[config.mk]
export PLATFORM = sky130hd
export DESIGN_NAME = rhc_hour_counter
export DESIGN_NICKNAME = d
export VERILOG_FILES = /design/src/rhc_pkg.sv /design/src/rhc_bcd_step.sv /design/src/rhc_bus_port.sv /design/src/rhc_hour_counter.sv
export SDC_FILE = /design/constraint.sdc
export NUM_CORES = 1
export LEC_CHECK = 0
export BUFFER_PORTS_ARGS = -buffer_cell sky130_fd_sc_hd__buf_2
export CAP_MARGIN = 0
export CORE_AREA = 2 2 73 81
export DETAILED_ROUTE_END_ITERATION = 7
export DIE_AREA = 0 0 75 83
export MAX_ROUTING_LAYER = met4
export PLACE_DENSITY_LB_ADDON = 0.3
export SYNTH_ARGS = -nofsm -noshare
export SYNTH_HDL_FRONTEND = slang
export SYNTH_SLANG_ARGS = --single-unit
[constraint.sdc]
create_clock -name mclk -period 2.2 [get_ports mclk]
set_input_delay 0.66 -clock mclk [delete_from_list [all_inputs] [get_ports mclk]]
set_output_delay 0.66 -clock mclk [all_outputs]
set_load 0.01 [all_outputs]
[src/rhc_pkg.sv]
package rhc_pkg;

   ////////////////////////////////////////////////////////////////////////
   // register map, byte offsets inside the clock block window
   localparam logic [4:0] RHC_ADDR_CTRL1   = 5'h00;
   localparam logic [4:0] RHC_ADDR_HOUR    = 5'h02;
   localparam logic [4:0] RHC_ADDR_FRT_HI  = 5'h10;
   localparam logic [4:0] RHC_ADDR_FRT_LO  = 5'h11;
   localparam logic [7:0] RHC_UNMAPPED_RD  = 8'h00;

   ////////////////////////////////////////////////////////////////////////
   // hour register fields
   localparam int         RHC_HOUR_BUSY_BIT = 7;
   localparam int         RHC_HOUR_RSVD_BIT = 6;
   localparam int         RHC_TENS_MSB      = 5;
   localparam int         RHC_TENS_LSB      = 4;
   localparam int         RHC_ONES_MSB      = 3;
   localparam int         RHC_ONES_LSB      = 0;
   localparam logic [5:0] RHC_HOUR_CLEAR    = 6'h00;
   localparam logic [5:0] RHC_HOUR_MAX_12   = 6'h11;
   localparam logic [5:0] RHC_HOUR_MAX_24   = 6'h23;
   localparam logic [3:0] RHC_ONES_LAST     = 4'h9;

   ////////////////////////////////////////////////////////////////////////
   // first clock control register fields
   localparam int         RHC_CTRL_SOFTCLR_BIT = 0;
   localparam int         RHC_CTRL_FMT24_BIT   = 1;
   localparam logic [7:0] RHC_CTRL_RESET       = 8'h00;
   localparam logic [7:0] RHC_CTRL_WR_MASK     = 8'h03;

   ////////////////////////////////////////////////////////////////////////
   // free running timer
   localparam logic [15:0] RHC_FRT_RESET = 16'h0000;
   localparam logic [15:0] RHC_FRT_STEP  = 16'h0001;

   typedef enum logic [3:0]
   {
      RHC_MODE_HIGH,
      RHC_MODE_MEDIUM,
      RHC_MODE_SLEEP,
      RHC_MODE_MSTOP,
      RHC_MODE_WATCH,
      RHC_MODE_SUBACT,
      RHC_MODE_SUBSLEEP,
      RHC_MODE_SWSTBY,
      RHC_MODE_HWSTBY
   } rhc_mode_e;

endpackage

[src/rhc_bcd_step.sv]
module rhc_bcd_step
   import rhc_pkg::*;
(
   // present hour value and format
   input  wire logic [5:0] hour_now,
   input  wire logic       fmt24,
   // stepped value
   output logic      [5:0] hour_step,
   output logic            wrap
);

   logic [5:0] hour_max;
   logic [3:0] ones_now;
   logic [1:0] tens_now;

   always_comb
   begin
      ones_now  = hour_now[RHC_ONES_MSB:RHC_ONES_LSB];
      tens_now  = hour_now[RHC_TENS_MSB:RHC_TENS_LSB];
      hour_max  = fmt24 ? RHC_HOUR_MAX_24 : RHC_HOUR_MAX_12;
      wrap      = 1'b0;
      // anything at or past the top also wraps, so a bad host write recovers
      if (hour_now >= hour_max)
      begin
         hour_step = RHC_HOUR_CLEAR;
         wrap      = 1'b1;
      end
      else if (ones_now >= RHC_ONES_LAST)
      begin
         hour_step = {2'(tens_now + 2'h1), 4'h0};
      end
      else
      begin
         hour_step = {tens_now, 4'(ones_now + 4'h1)};
      end
   end

endmodule

[src/rhc_bus_port.sv]
module rhc_bus_port
   import rhc_pkg::*;
(
   // clock and reset
   input  wire logic mclk,
   input  wire logic rst_n,
   input  wire logic clk_en,
   // area strobes from host
   input  wire logic bus_cs_n,
   input  wire logic bus_rd_n,
   input  wire logic bus_wr_n,
   // decoded
   output logic      rd_active,
   output logic      wr_stb
);

   logic wr_active;
   logic wr_seen_reg;

   assign rd_active = !bus_cs_n && !bus_rd_n;
   assign wr_active = !bus_cs_n && !bus_wr_n;
   // one store per strobe however long the host stretches it
   assign wr_stb    = wr_active && !wr_seen_reg && clk_en;

   always_ff @(posedge mclk or negedge rst_n)
   begin
      if (!rst_n)
         wr_seen_reg <= 1'b0;
      else if (clk_en)
         wr_seen_reg <= wr_active;
   end

endmodule

[src/rhc_hour_counter.sv]
module rhc_hour_counter
   import rhc_pkg::*;
(
   // clock, reset, enable
   input  wire logic       mclk,
   input  wire logic       rst_n,
   input  wire logic       clk_en,
   // host external-area bus
   input  wire logic       bus_cs_n,
   input  wire logic       bus_rd_n,
   input  wire logic       bus_wr_n,
   input  wire logic [4:0] bus_addr,
   input  wire logic [7:0] bus_data_in,
   output logic      [7:0] bus_data_out,
   output logic            bus_data_oe,
   // neighbouring stages and power state
   input  wire logic       hour_carry_in,
   input  wire logic       upstream_busy,
   input  wire rhc_mode_e  pwr_mode,
   input  wire logic       standby_pin_n,
   output logic            day_carry_out,
   output logic            update_in_progress
);

   ////////////////////////////////////////////////////////////////////////
   // declarations
   logic [5:0]  hour_reg;
   logic [5:0]  hour_next;
   logic [7:0]  ctrl_reg;
   logic [15:0] frt_reg;
   logic [7:0]  rdata_reg;
   logic [7:0]  rdata_next;
   logic        carry_pend_reg;
   logic        day_carry_reg;
   logic [5:0]  hour_step;
   logic        hour_wrap;
   logic        rd_active;
   logic        wr_stb;
   logic        hw_standby;
   logic        clock_run;
   logic        frt_run;
   logic        soft_clear;
   logic        wr_hour;
   logic        wr_ctrl;
   logic        hour_apply;

   ////////////////////////////////////////////////////////////////////////
   // submodules
   rhc_bus_port u_port
   (
      .mclk      (mclk),
      .rst_n     (rst_n),
      .clk_en    (clk_en),
      .bus_cs_n  (bus_cs_n),
      .bus_rd_n  (bus_rd_n),
      .bus_wr_n  (bus_wr_n),
      .rd_active (rd_active),
      .wr_stb    (wr_stb)
   );

   rhc_bcd_step u_step
   (
      .hour_now  (hour_reg),
      .fmt24     (ctrl_reg[RHC_CTRL_FMT24_BIT]),
      .hour_step (hour_step),
      .wrap      (hour_wrap)
   );

   ////////////////////////////////////////////////////////////////////////
   // power state decode
   assign hw_standby = !standby_pin_n || (pwr_mode == RHC_MODE_HWSTBY);
   assign clock_run  = !hw_standby && (pwr_mode != RHC_MODE_MSTOP);
   assign frt_run    = (pwr_mode == RHC_MODE_HIGH) ||
                       (pwr_mode == RHC_MODE_MEDIUM) ||
                       (pwr_mode == RHC_MODE_SLEEP);
   assign soft_clear = ctrl_reg[RHC_CTRL_SOFTCLR_BIT];
   assign wr_hour    = wr_stb && (bus_addr == RHC_ADDR_HOUR);
   assign wr_ctrl    = wr_stb && (bus_addr == RHC_ADDR_CTRL1);
   // host write beats a pending step so the written value is exact
   assign hour_apply = carry_pend_reg && clock_run && !wr_hour;

   ////////////////////////////////////////////////////////////////////////
   // control register
   always_ff @(posedge mclk or negedge rst_n)
   begin
      if (!rst_n)
         ctrl_reg <= RHC_CTRL_RESET;
      else if (clk_en)
      begin
         if (hw_standby)
            ctrl_reg <= RHC_CTRL_RESET;
         else if (wr_ctrl)
            ctrl_reg <= bus_data_in & RHC_CTRL_WR_MASK;
      end
   end

   ////////////////////////////////////////////////////////////////////////
   // hourly carry capture; the step lands one cycle later under busy
   always_ff @(posedge mclk or negedge rst_n)
   begin
      if (!rst_n)
         carry_pend_reg <= 1'b0;
      else if (clk_en)
      begin
         if (hw_standby || soft_clear)
            carry_pend_reg <= 1'b0;
         else if (hour_carry_in && clock_run)
            carry_pend_reg <= 1'b1;
         else if (clock_run)
            carry_pend_reg <= 1'b0;
      end
   end

   assign update_in_progress = upstream_busy || carry_pend_reg;

   ////////////////////////////////////////////////////////////////////////
   // hour register: deliberately outside rst_n, keeps time across resets
   always_comb
   begin
      hour_next = hour_reg;
      if (hw_standby || soft_clear)
         hour_next = RHC_HOUR_CLEAR;
      else if (wr_hour)
         hour_next = bus_data_in[RHC_TENS_MSB:RHC_ONES_LSB];
      else if (hour_apply)
         hour_next = hour_step;
   end

   always_ff @(posedge mclk)
   begin
      if (clk_en)
         hour_reg <= hour_next;
   end

   always_ff @(posedge mclk or negedge rst_n)
   begin
      if (!rst_n)
         day_carry_reg <= 1'b0;
      else if (clk_en)
         day_carry_reg <= hour_apply && hour_wrap && !hw_standby && !soft_clear;
   end

   assign day_carry_out = day_carry_reg;

   ////////////////////////////////////////////////////////////////////////
   // free running timer
   always_ff @(posedge mclk or negedge rst_n)
   begin
      if (!rst_n)
         frt_reg <= RHC_FRT_RESET;
      else if (clk_en)
      begin
         if (hw_standby)
            frt_reg <= RHC_FRT_RESET;
         else if (frt_run)
            frt_reg <= frt_reg + RHC_FRT_STEP;
      end
   end

   ////////////////////////////////////////////////////////////////////////
   // read path, sampled every cycle of the strobe so the host sees it by T3
   always_comb
   begin
      rdata_next = RHC_UNMAPPED_RD;
      unique case (bus_addr)
         RHC_ADDR_HOUR:
            rdata_next = {update_in_progress, 1'b0, hour_reg};
         RHC_ADDR_CTRL1:
            rdata_next = ctrl_reg;
         RHC_ADDR_FRT_HI:
            rdata_next = frt_reg[15:8];
         RHC_ADDR_FRT_LO:
            rdata_next = frt_reg[7:0];
         default:
            rdata_next = RHC_UNMAPPED_RD;
      endcase
   end

   always_ff @(posedge mclk or negedge rst_n)
   begin
      if (!rst_n)
         rdata_reg <= RHC_UNMAPPED_RD;
      else if (clk_en && rd_active)
         rdata_reg <= rdata_next;
   end

   assign bus_data_out = rdata_reg;
   assign bus_data_oe  = rd_active;
endmodule

### Word-level counts from Yosys, hierarchy flattened

Index checks and enable logic that the tools add are counted.

| storage, ports and cells | value |
|---|---|
| word-level logic and storage cells | 73 |
| bits in registers | 41 |
| output and inout port bits | 11 |
| input bits | 26 |

| cells by class | value |
|---|---|
| equality and inequality tests | 7 |
| order comparisons | 2 |
| add/sub/neg operators | 3 |
| reduce and logical (&&, ||, !) cells | 39 |
| muxes and demuxes | 14 |

Operators with widths:

| operator | number |
|---|---|
| $mux W16 | 2 |
| $pmux W8 S4 | 1 |
| $mux W6 | 5 |
| $add A16 B1 Y16 const B | 1 |
| $mux W8 | 2 |
| $logic_and A1 B1 Y1 | 14 |
| $eq A5 B5 Y1 const B | 2 |
| $logic_not A1 Y1 | 8 |
| $reduce_and A2 Y1 | 4 |
| $ge A6 B6 Y1 | 1 |
| $reduce_bool A3 Y1 | 2 |
| $eq A5 B2 Y1 const B | 1 |
| $logic_not A5 Y1 | 1 |
| $logic_or A1 B1 Y1 | 5 |
| $add A4 B1 Y4 const B | 1 |
| $eq A4 B1 Y1 const B | 1 |
| $eq A4 B2 Y1 const B | 1 |
| $eq A4 B4 Y1 const B | 1 |
| $ge A4 B4 Y1 const B | 1 |
| $logic_not A4 Y1 | 1 |
| $mux W1 | 4 |
| $ne A4 B2 Y1 const B | 1 |
| $reduce_bool A2 Y1 | 2 |
| $reduce_bool A4 Y1 | 1 |
| 2 further kinds | 2 |

### Depth between registers and ports, before layout

| depth | value |
|---|---|
| depth in word-level cells | 10 |
| gate-level depth with buffers | 6 |
| depth with buffers taken out | 6 |

### Modules after synthesis

A second synthesis with hierarchy kept.

| second synthesis, totals | value |
|---|---|
| cells, all modules | 233 |
| area, all modules | 2253.4 sq um |

Modules (own cells, without submodules):

| module | instances | seq. area each (sq um) | cells an instance | area each (sq um) |
|---|---|---|---|---|
| rhc_hour_counter | 1 | 880.8 | 197 | 1951.9 |
| rhc_bcd_step | 1 | 0.0 | 31 | 249.0 |
| rhc_bus_port | 1 | 25.0 | 5 | 52.6 |

### Worst setup path after synthesis

Ideal clock, no wire load.

| timing path | value |
|---|---|
| path type | in2reg |
| start point | input pwr_mode[3] |
| end point | register frt_reg[13] |
| setup time | 0.078 ns |
| path buffers | 1 |
| data required time | 2.122 ns |
| stages on the path | 5 |
| slack | 0.170 ns |
| arrival | 1.952 ns |
| cell sequence | maj3_2 > a211o_1 > buf_6 > or4_1 > a21oi_1 |

| on the way | value |
|---|---|
| longest elaborated chain between the ends | 5 |
| elaborated cells between the ends (all ways) | 10 |
| classes of those cells | eq/ne (3); mux (1); reduce/logical (6) |

RTL lines:

| item | RTL line | source |
|---|---|---|
| start: declaration | rhc_hour_counter.sv:19 | `input wire rhc_mode_e pwr_mode,` |
| $eq A4 B1 Y1 or $logic_not A4 Y1 (tied branches) | rhc_hour_counter.sv:74, rhc_hour_counter.sv:73 |  |
| $logic_or A1 B1 Y1 | rhc_hour_counter.sv:73 | `assign frt_run = (pwr_mode == RHC_MODE_HIGH) \|\|` |
| $logic_or A1 B1 Y1 | rhc_hour_counter.sv:74 | `(pwr_mode == RHC_MODE_MEDIUM) \|\|` |
| $reduce_bool A2 Y1 (no source line) | - |  |
| $reduce_and A2 Y1 (no source line) | - |  |
| end signal: assignment | rhc_hour_counter.sv:156 | `frt_reg <= frt_reg + RHC_FRT_STEP;` |
| end: declaration | rhc_hour_counter.sv:30 | `logic [15:0] frt_reg;` |

Parallel ways exist; a longest one is shown, timed or not.
A chain may end at the register's enable or synchronous reset.

### Worst setup path in the final report

| timing path | value |
|---|---|
| start point | input pwr_mode[0] |
| end point | register frt_reg[15] |

Same word-level chain as after synthesis.

==> impl_metrics.py <==
metrics = {
    "logic_synthesis": {
        "ys.flop_type": "dfrtp_1",
        "ys_async_sr_fraction_pct": 82.9,
        "synth_seq_cells": 35,
        "yosysUniqueCellTypes": 47,
        "yosys_warnings": 0,
        "synthesis.nets": 254,
        "synth-seq-area-share_pct": 43.2,
        "synth_area_per_cell_sq_um": 9.49,
        "synth-edff-count": 6,
        "syn_inst": 221,
        "synth_area_sq_mm": 0.00210,
    },
    "sta": {
        "finalHoldViolations": 0,
        "setup_viol": 0,
        "tightest_slew_ps": 648,
        "rsz0062_at_grt": "false",
        "slew_headroom_pct": 56.8,
        "min_period_ps": 1950,
        "hold-worst-slack_ps": 400,
        "slew_viol_final": 0,
        "clock.fmax_mhz": 512,
        "fin_crit_sh_pct": 88.7,
        "finClkSkew_ps": 9.56,
    },
    "finish": {
        "drive_above_1_share_pct": 23.2,
        "final_util_pct": 47.2,
        "syn_to_final_growth_pct": 20.5,
        "n_antenna_cell": 0,
        "layout_commonest_cell": "buf_2",
        "postLayoutCellArea_sq_mm": 0.00253,
        "layout.nets": 303,
        "largest_reg_flops": 16,
        "final_cell_mix": "buf_2 (34), dfrtp_1 (29), o21ai_0 (21), buf_4 (16), inv_1 (15)",
    },
    "place": {
        "post_dp_cell_area_sq_mm": 0.00244,
        "port_buffers": 34,
        "place_congestion": 0.800,
        "dp_hpwl_um": 3840,
    },
    "critical_path": {
        "cp.required_ps": 2410,
        "worst-r2r-cell-count": 5,
        "arrival_ps": 2160,
        "criticalPathCategory": "input port to flip-flop",
        "crit_fanout": 11,
        "endpoint_kind": "flip-flop",
        "cp-start-kind": "input port",
    },
    "clocking": {
        "clk_pin_slew_worst_paths_ps": 80,
        "cts_root_buf": "clkbuf_8",
        "clockBufferDepth": 2,
        "postCtsSetupBuffers": 0,
        "htree_levels": 2,
        "hold_buffers": 0,
        "post_cts_resized": 0,
        "cts_tree": "built",
        "clock-sinks": 35,
        "numCtsBuffers": 5,
        "worst_skew_pair.late_latency_ps": 280,
    },
    "routing": {
        "vias": 1872,
        "drt_drc_violations_left": 0,
        "totalWireLength_um": 4960,
        "drtAntennaViolNets": 0,
        "drt_iter0_drc": 183,
        "via_per_inst": 5.41,
        "drt_first_pass_iters": 4,
        "post_drt_wl_per_cell_um": 14.3,
    },
    "floorplanning": {
        "rows": 28,
        "io_pins": 37,
        "start_util_pct": 39.1,
        "die_y_um": 83,
        "chipWidth_um": 75,
        "core_area_sq_mm": 0.00536,
        "die_area_sq_mm": 0.00623,
    },
    "global_routing": {
        "grt_antenna_before_repair": 0,
        "first_global_vias": 1682,
        "grt_overflow": 0,
        "grt_pass1_wl_um": 8360,
        "grt_max_degree": 30,
        "grt_util_all_layers_pct": 17.7,
    },
    "flow_run": {
        "maxCapViolCount": 0,
    },
    "pwr": {
        "power_density_mw_per_mm2": 526,
        "p_leak_uw": 0.00108,
        "ir_drop_uv": 251,
    },
    "min_path": {
        "hold_path_class": "input port to asynchronous set/reset pin",
    },
    "outcome": {
        "status": "complete, no violations",
    },
}
## cells in the mapped netlist (2+ instances only)
library cell / instances / area (sq um)
a211oi_1: 2 / 15.0
a21oi_1: 14 / 70.1
a22o_1: 5 / 43.8
a22oi_1: 12 / 90.1
and3_1: 2 / 12.5
and4_1: 2 / 17.5
buf_2: 3 / 15.0
clkbuf_1: 2 / 7.51
dfrtp_1: 29 / 726
edfxtp_1: 6 / 180
ha_1: 7 / 87.6
inv_1: 15 / 56.3
mux2i_1: 2 / 20.0
nand2_1: 14 / 52.6
nand2b_1: 2 / 12.5
nand3_1: 11 / 55.1
nand4_1: 4 / 25.0
nor2_1: 7 / 26.3
nor3_1: 5 / 25.0
nor4_1: 2 / 12.5
nor4b_1: 2 / 17.5
o21a_1: 2 / 15.0
o21ai_0: 21 / 105
o2bb2ai_1: 7 / 61.3
o31a_1: 2 / 17.5
o31ai_1: 4 / 30.0
o32ai_1: 3 / 26.3
or3_1: 8 / 50.1
or4_1: 5 / 37.5
xnor2_1: 3 / 26.3
xor2_1: 2 / 17.5
## per-stage QoR
| step | total power (uW) | TNS, ps | setup WS (ps) | std cells |
|---|---|---|---|---|
| 2_1_floorplan | 784 | 0 | 170 | 221 |
| 3_3_place_gp | 863 | -1.78 | -1.78 | 338 |
| 3_5_place_dp | 866 | -70.9 | -36.6 | 338 |
| 4_1_cts | 1350 | 0 | 260 | 346 |
| 5_1_grt | 1410 | 0 | 161 | 346 |
| 6_report | 1330 | 0 | 249 | 346 |
## routing by layer
layer	part of all wire (%)	track usage, %	routed length (um)	up-vias
met1	49	26.0	2420	874
met3	5.2	3.28	256	5
met5	0	-	0	-
met4	1.1	4.38	55	0
met2	45	25.1	2230	48
li1	-	-	-	945
## critical path, stage by stage
cell,delay [ps]
buf_2,120
maj3_2,340
a211o_1,440
or4_1,450
a21oi_1,150
## cell families (layout without fill, tap and decap cells)
family          after synthesis  in the layout  synth area share, %
simple gates                 71             71                 19.1
compound gates               77             77                 25.1
xor+xnor                      5              5                 2.09
mux                           2              2                0.955
buf+inv                      23             73                 4.83
flops                        35             35                 43.2
fa+ha+maj                     8              8                 4.71
## worst paths after layout
check / startpoint / to / slack (ps)
min in group mclk: bus_data_out[6] / bus_data_out[6] / 480
hold / removal: rst_n / ctrl_reg[0] / 400
setup / recovery: pwr_mode[0] / frt_reg[15] / 250
hold reg to reg: bus_data_out[6] / bus_data_out[6] / 480
max in group asynchronous: rst_n / frt_reg[3] / 1380
setup reg to reg: hour_reg[4] / hour_reg[4] / 280
## power breakdown
part	total (uW)	internal, uW	switching [uW]
Sequential	692	674	17.6
Combinational	160	69.6	90.7
Clock	477	253	225
## cell type report
class	instances	area [sq um]
fill	530	2830
tap	75	93.8
clock buffer	7	86.3
multi-input combinational	163	1090
timing repair buffer	50	290
clock inverter	1	5.00
sequential	35	906
inverter	15	56.3
(Power assumes the default switching activity.)
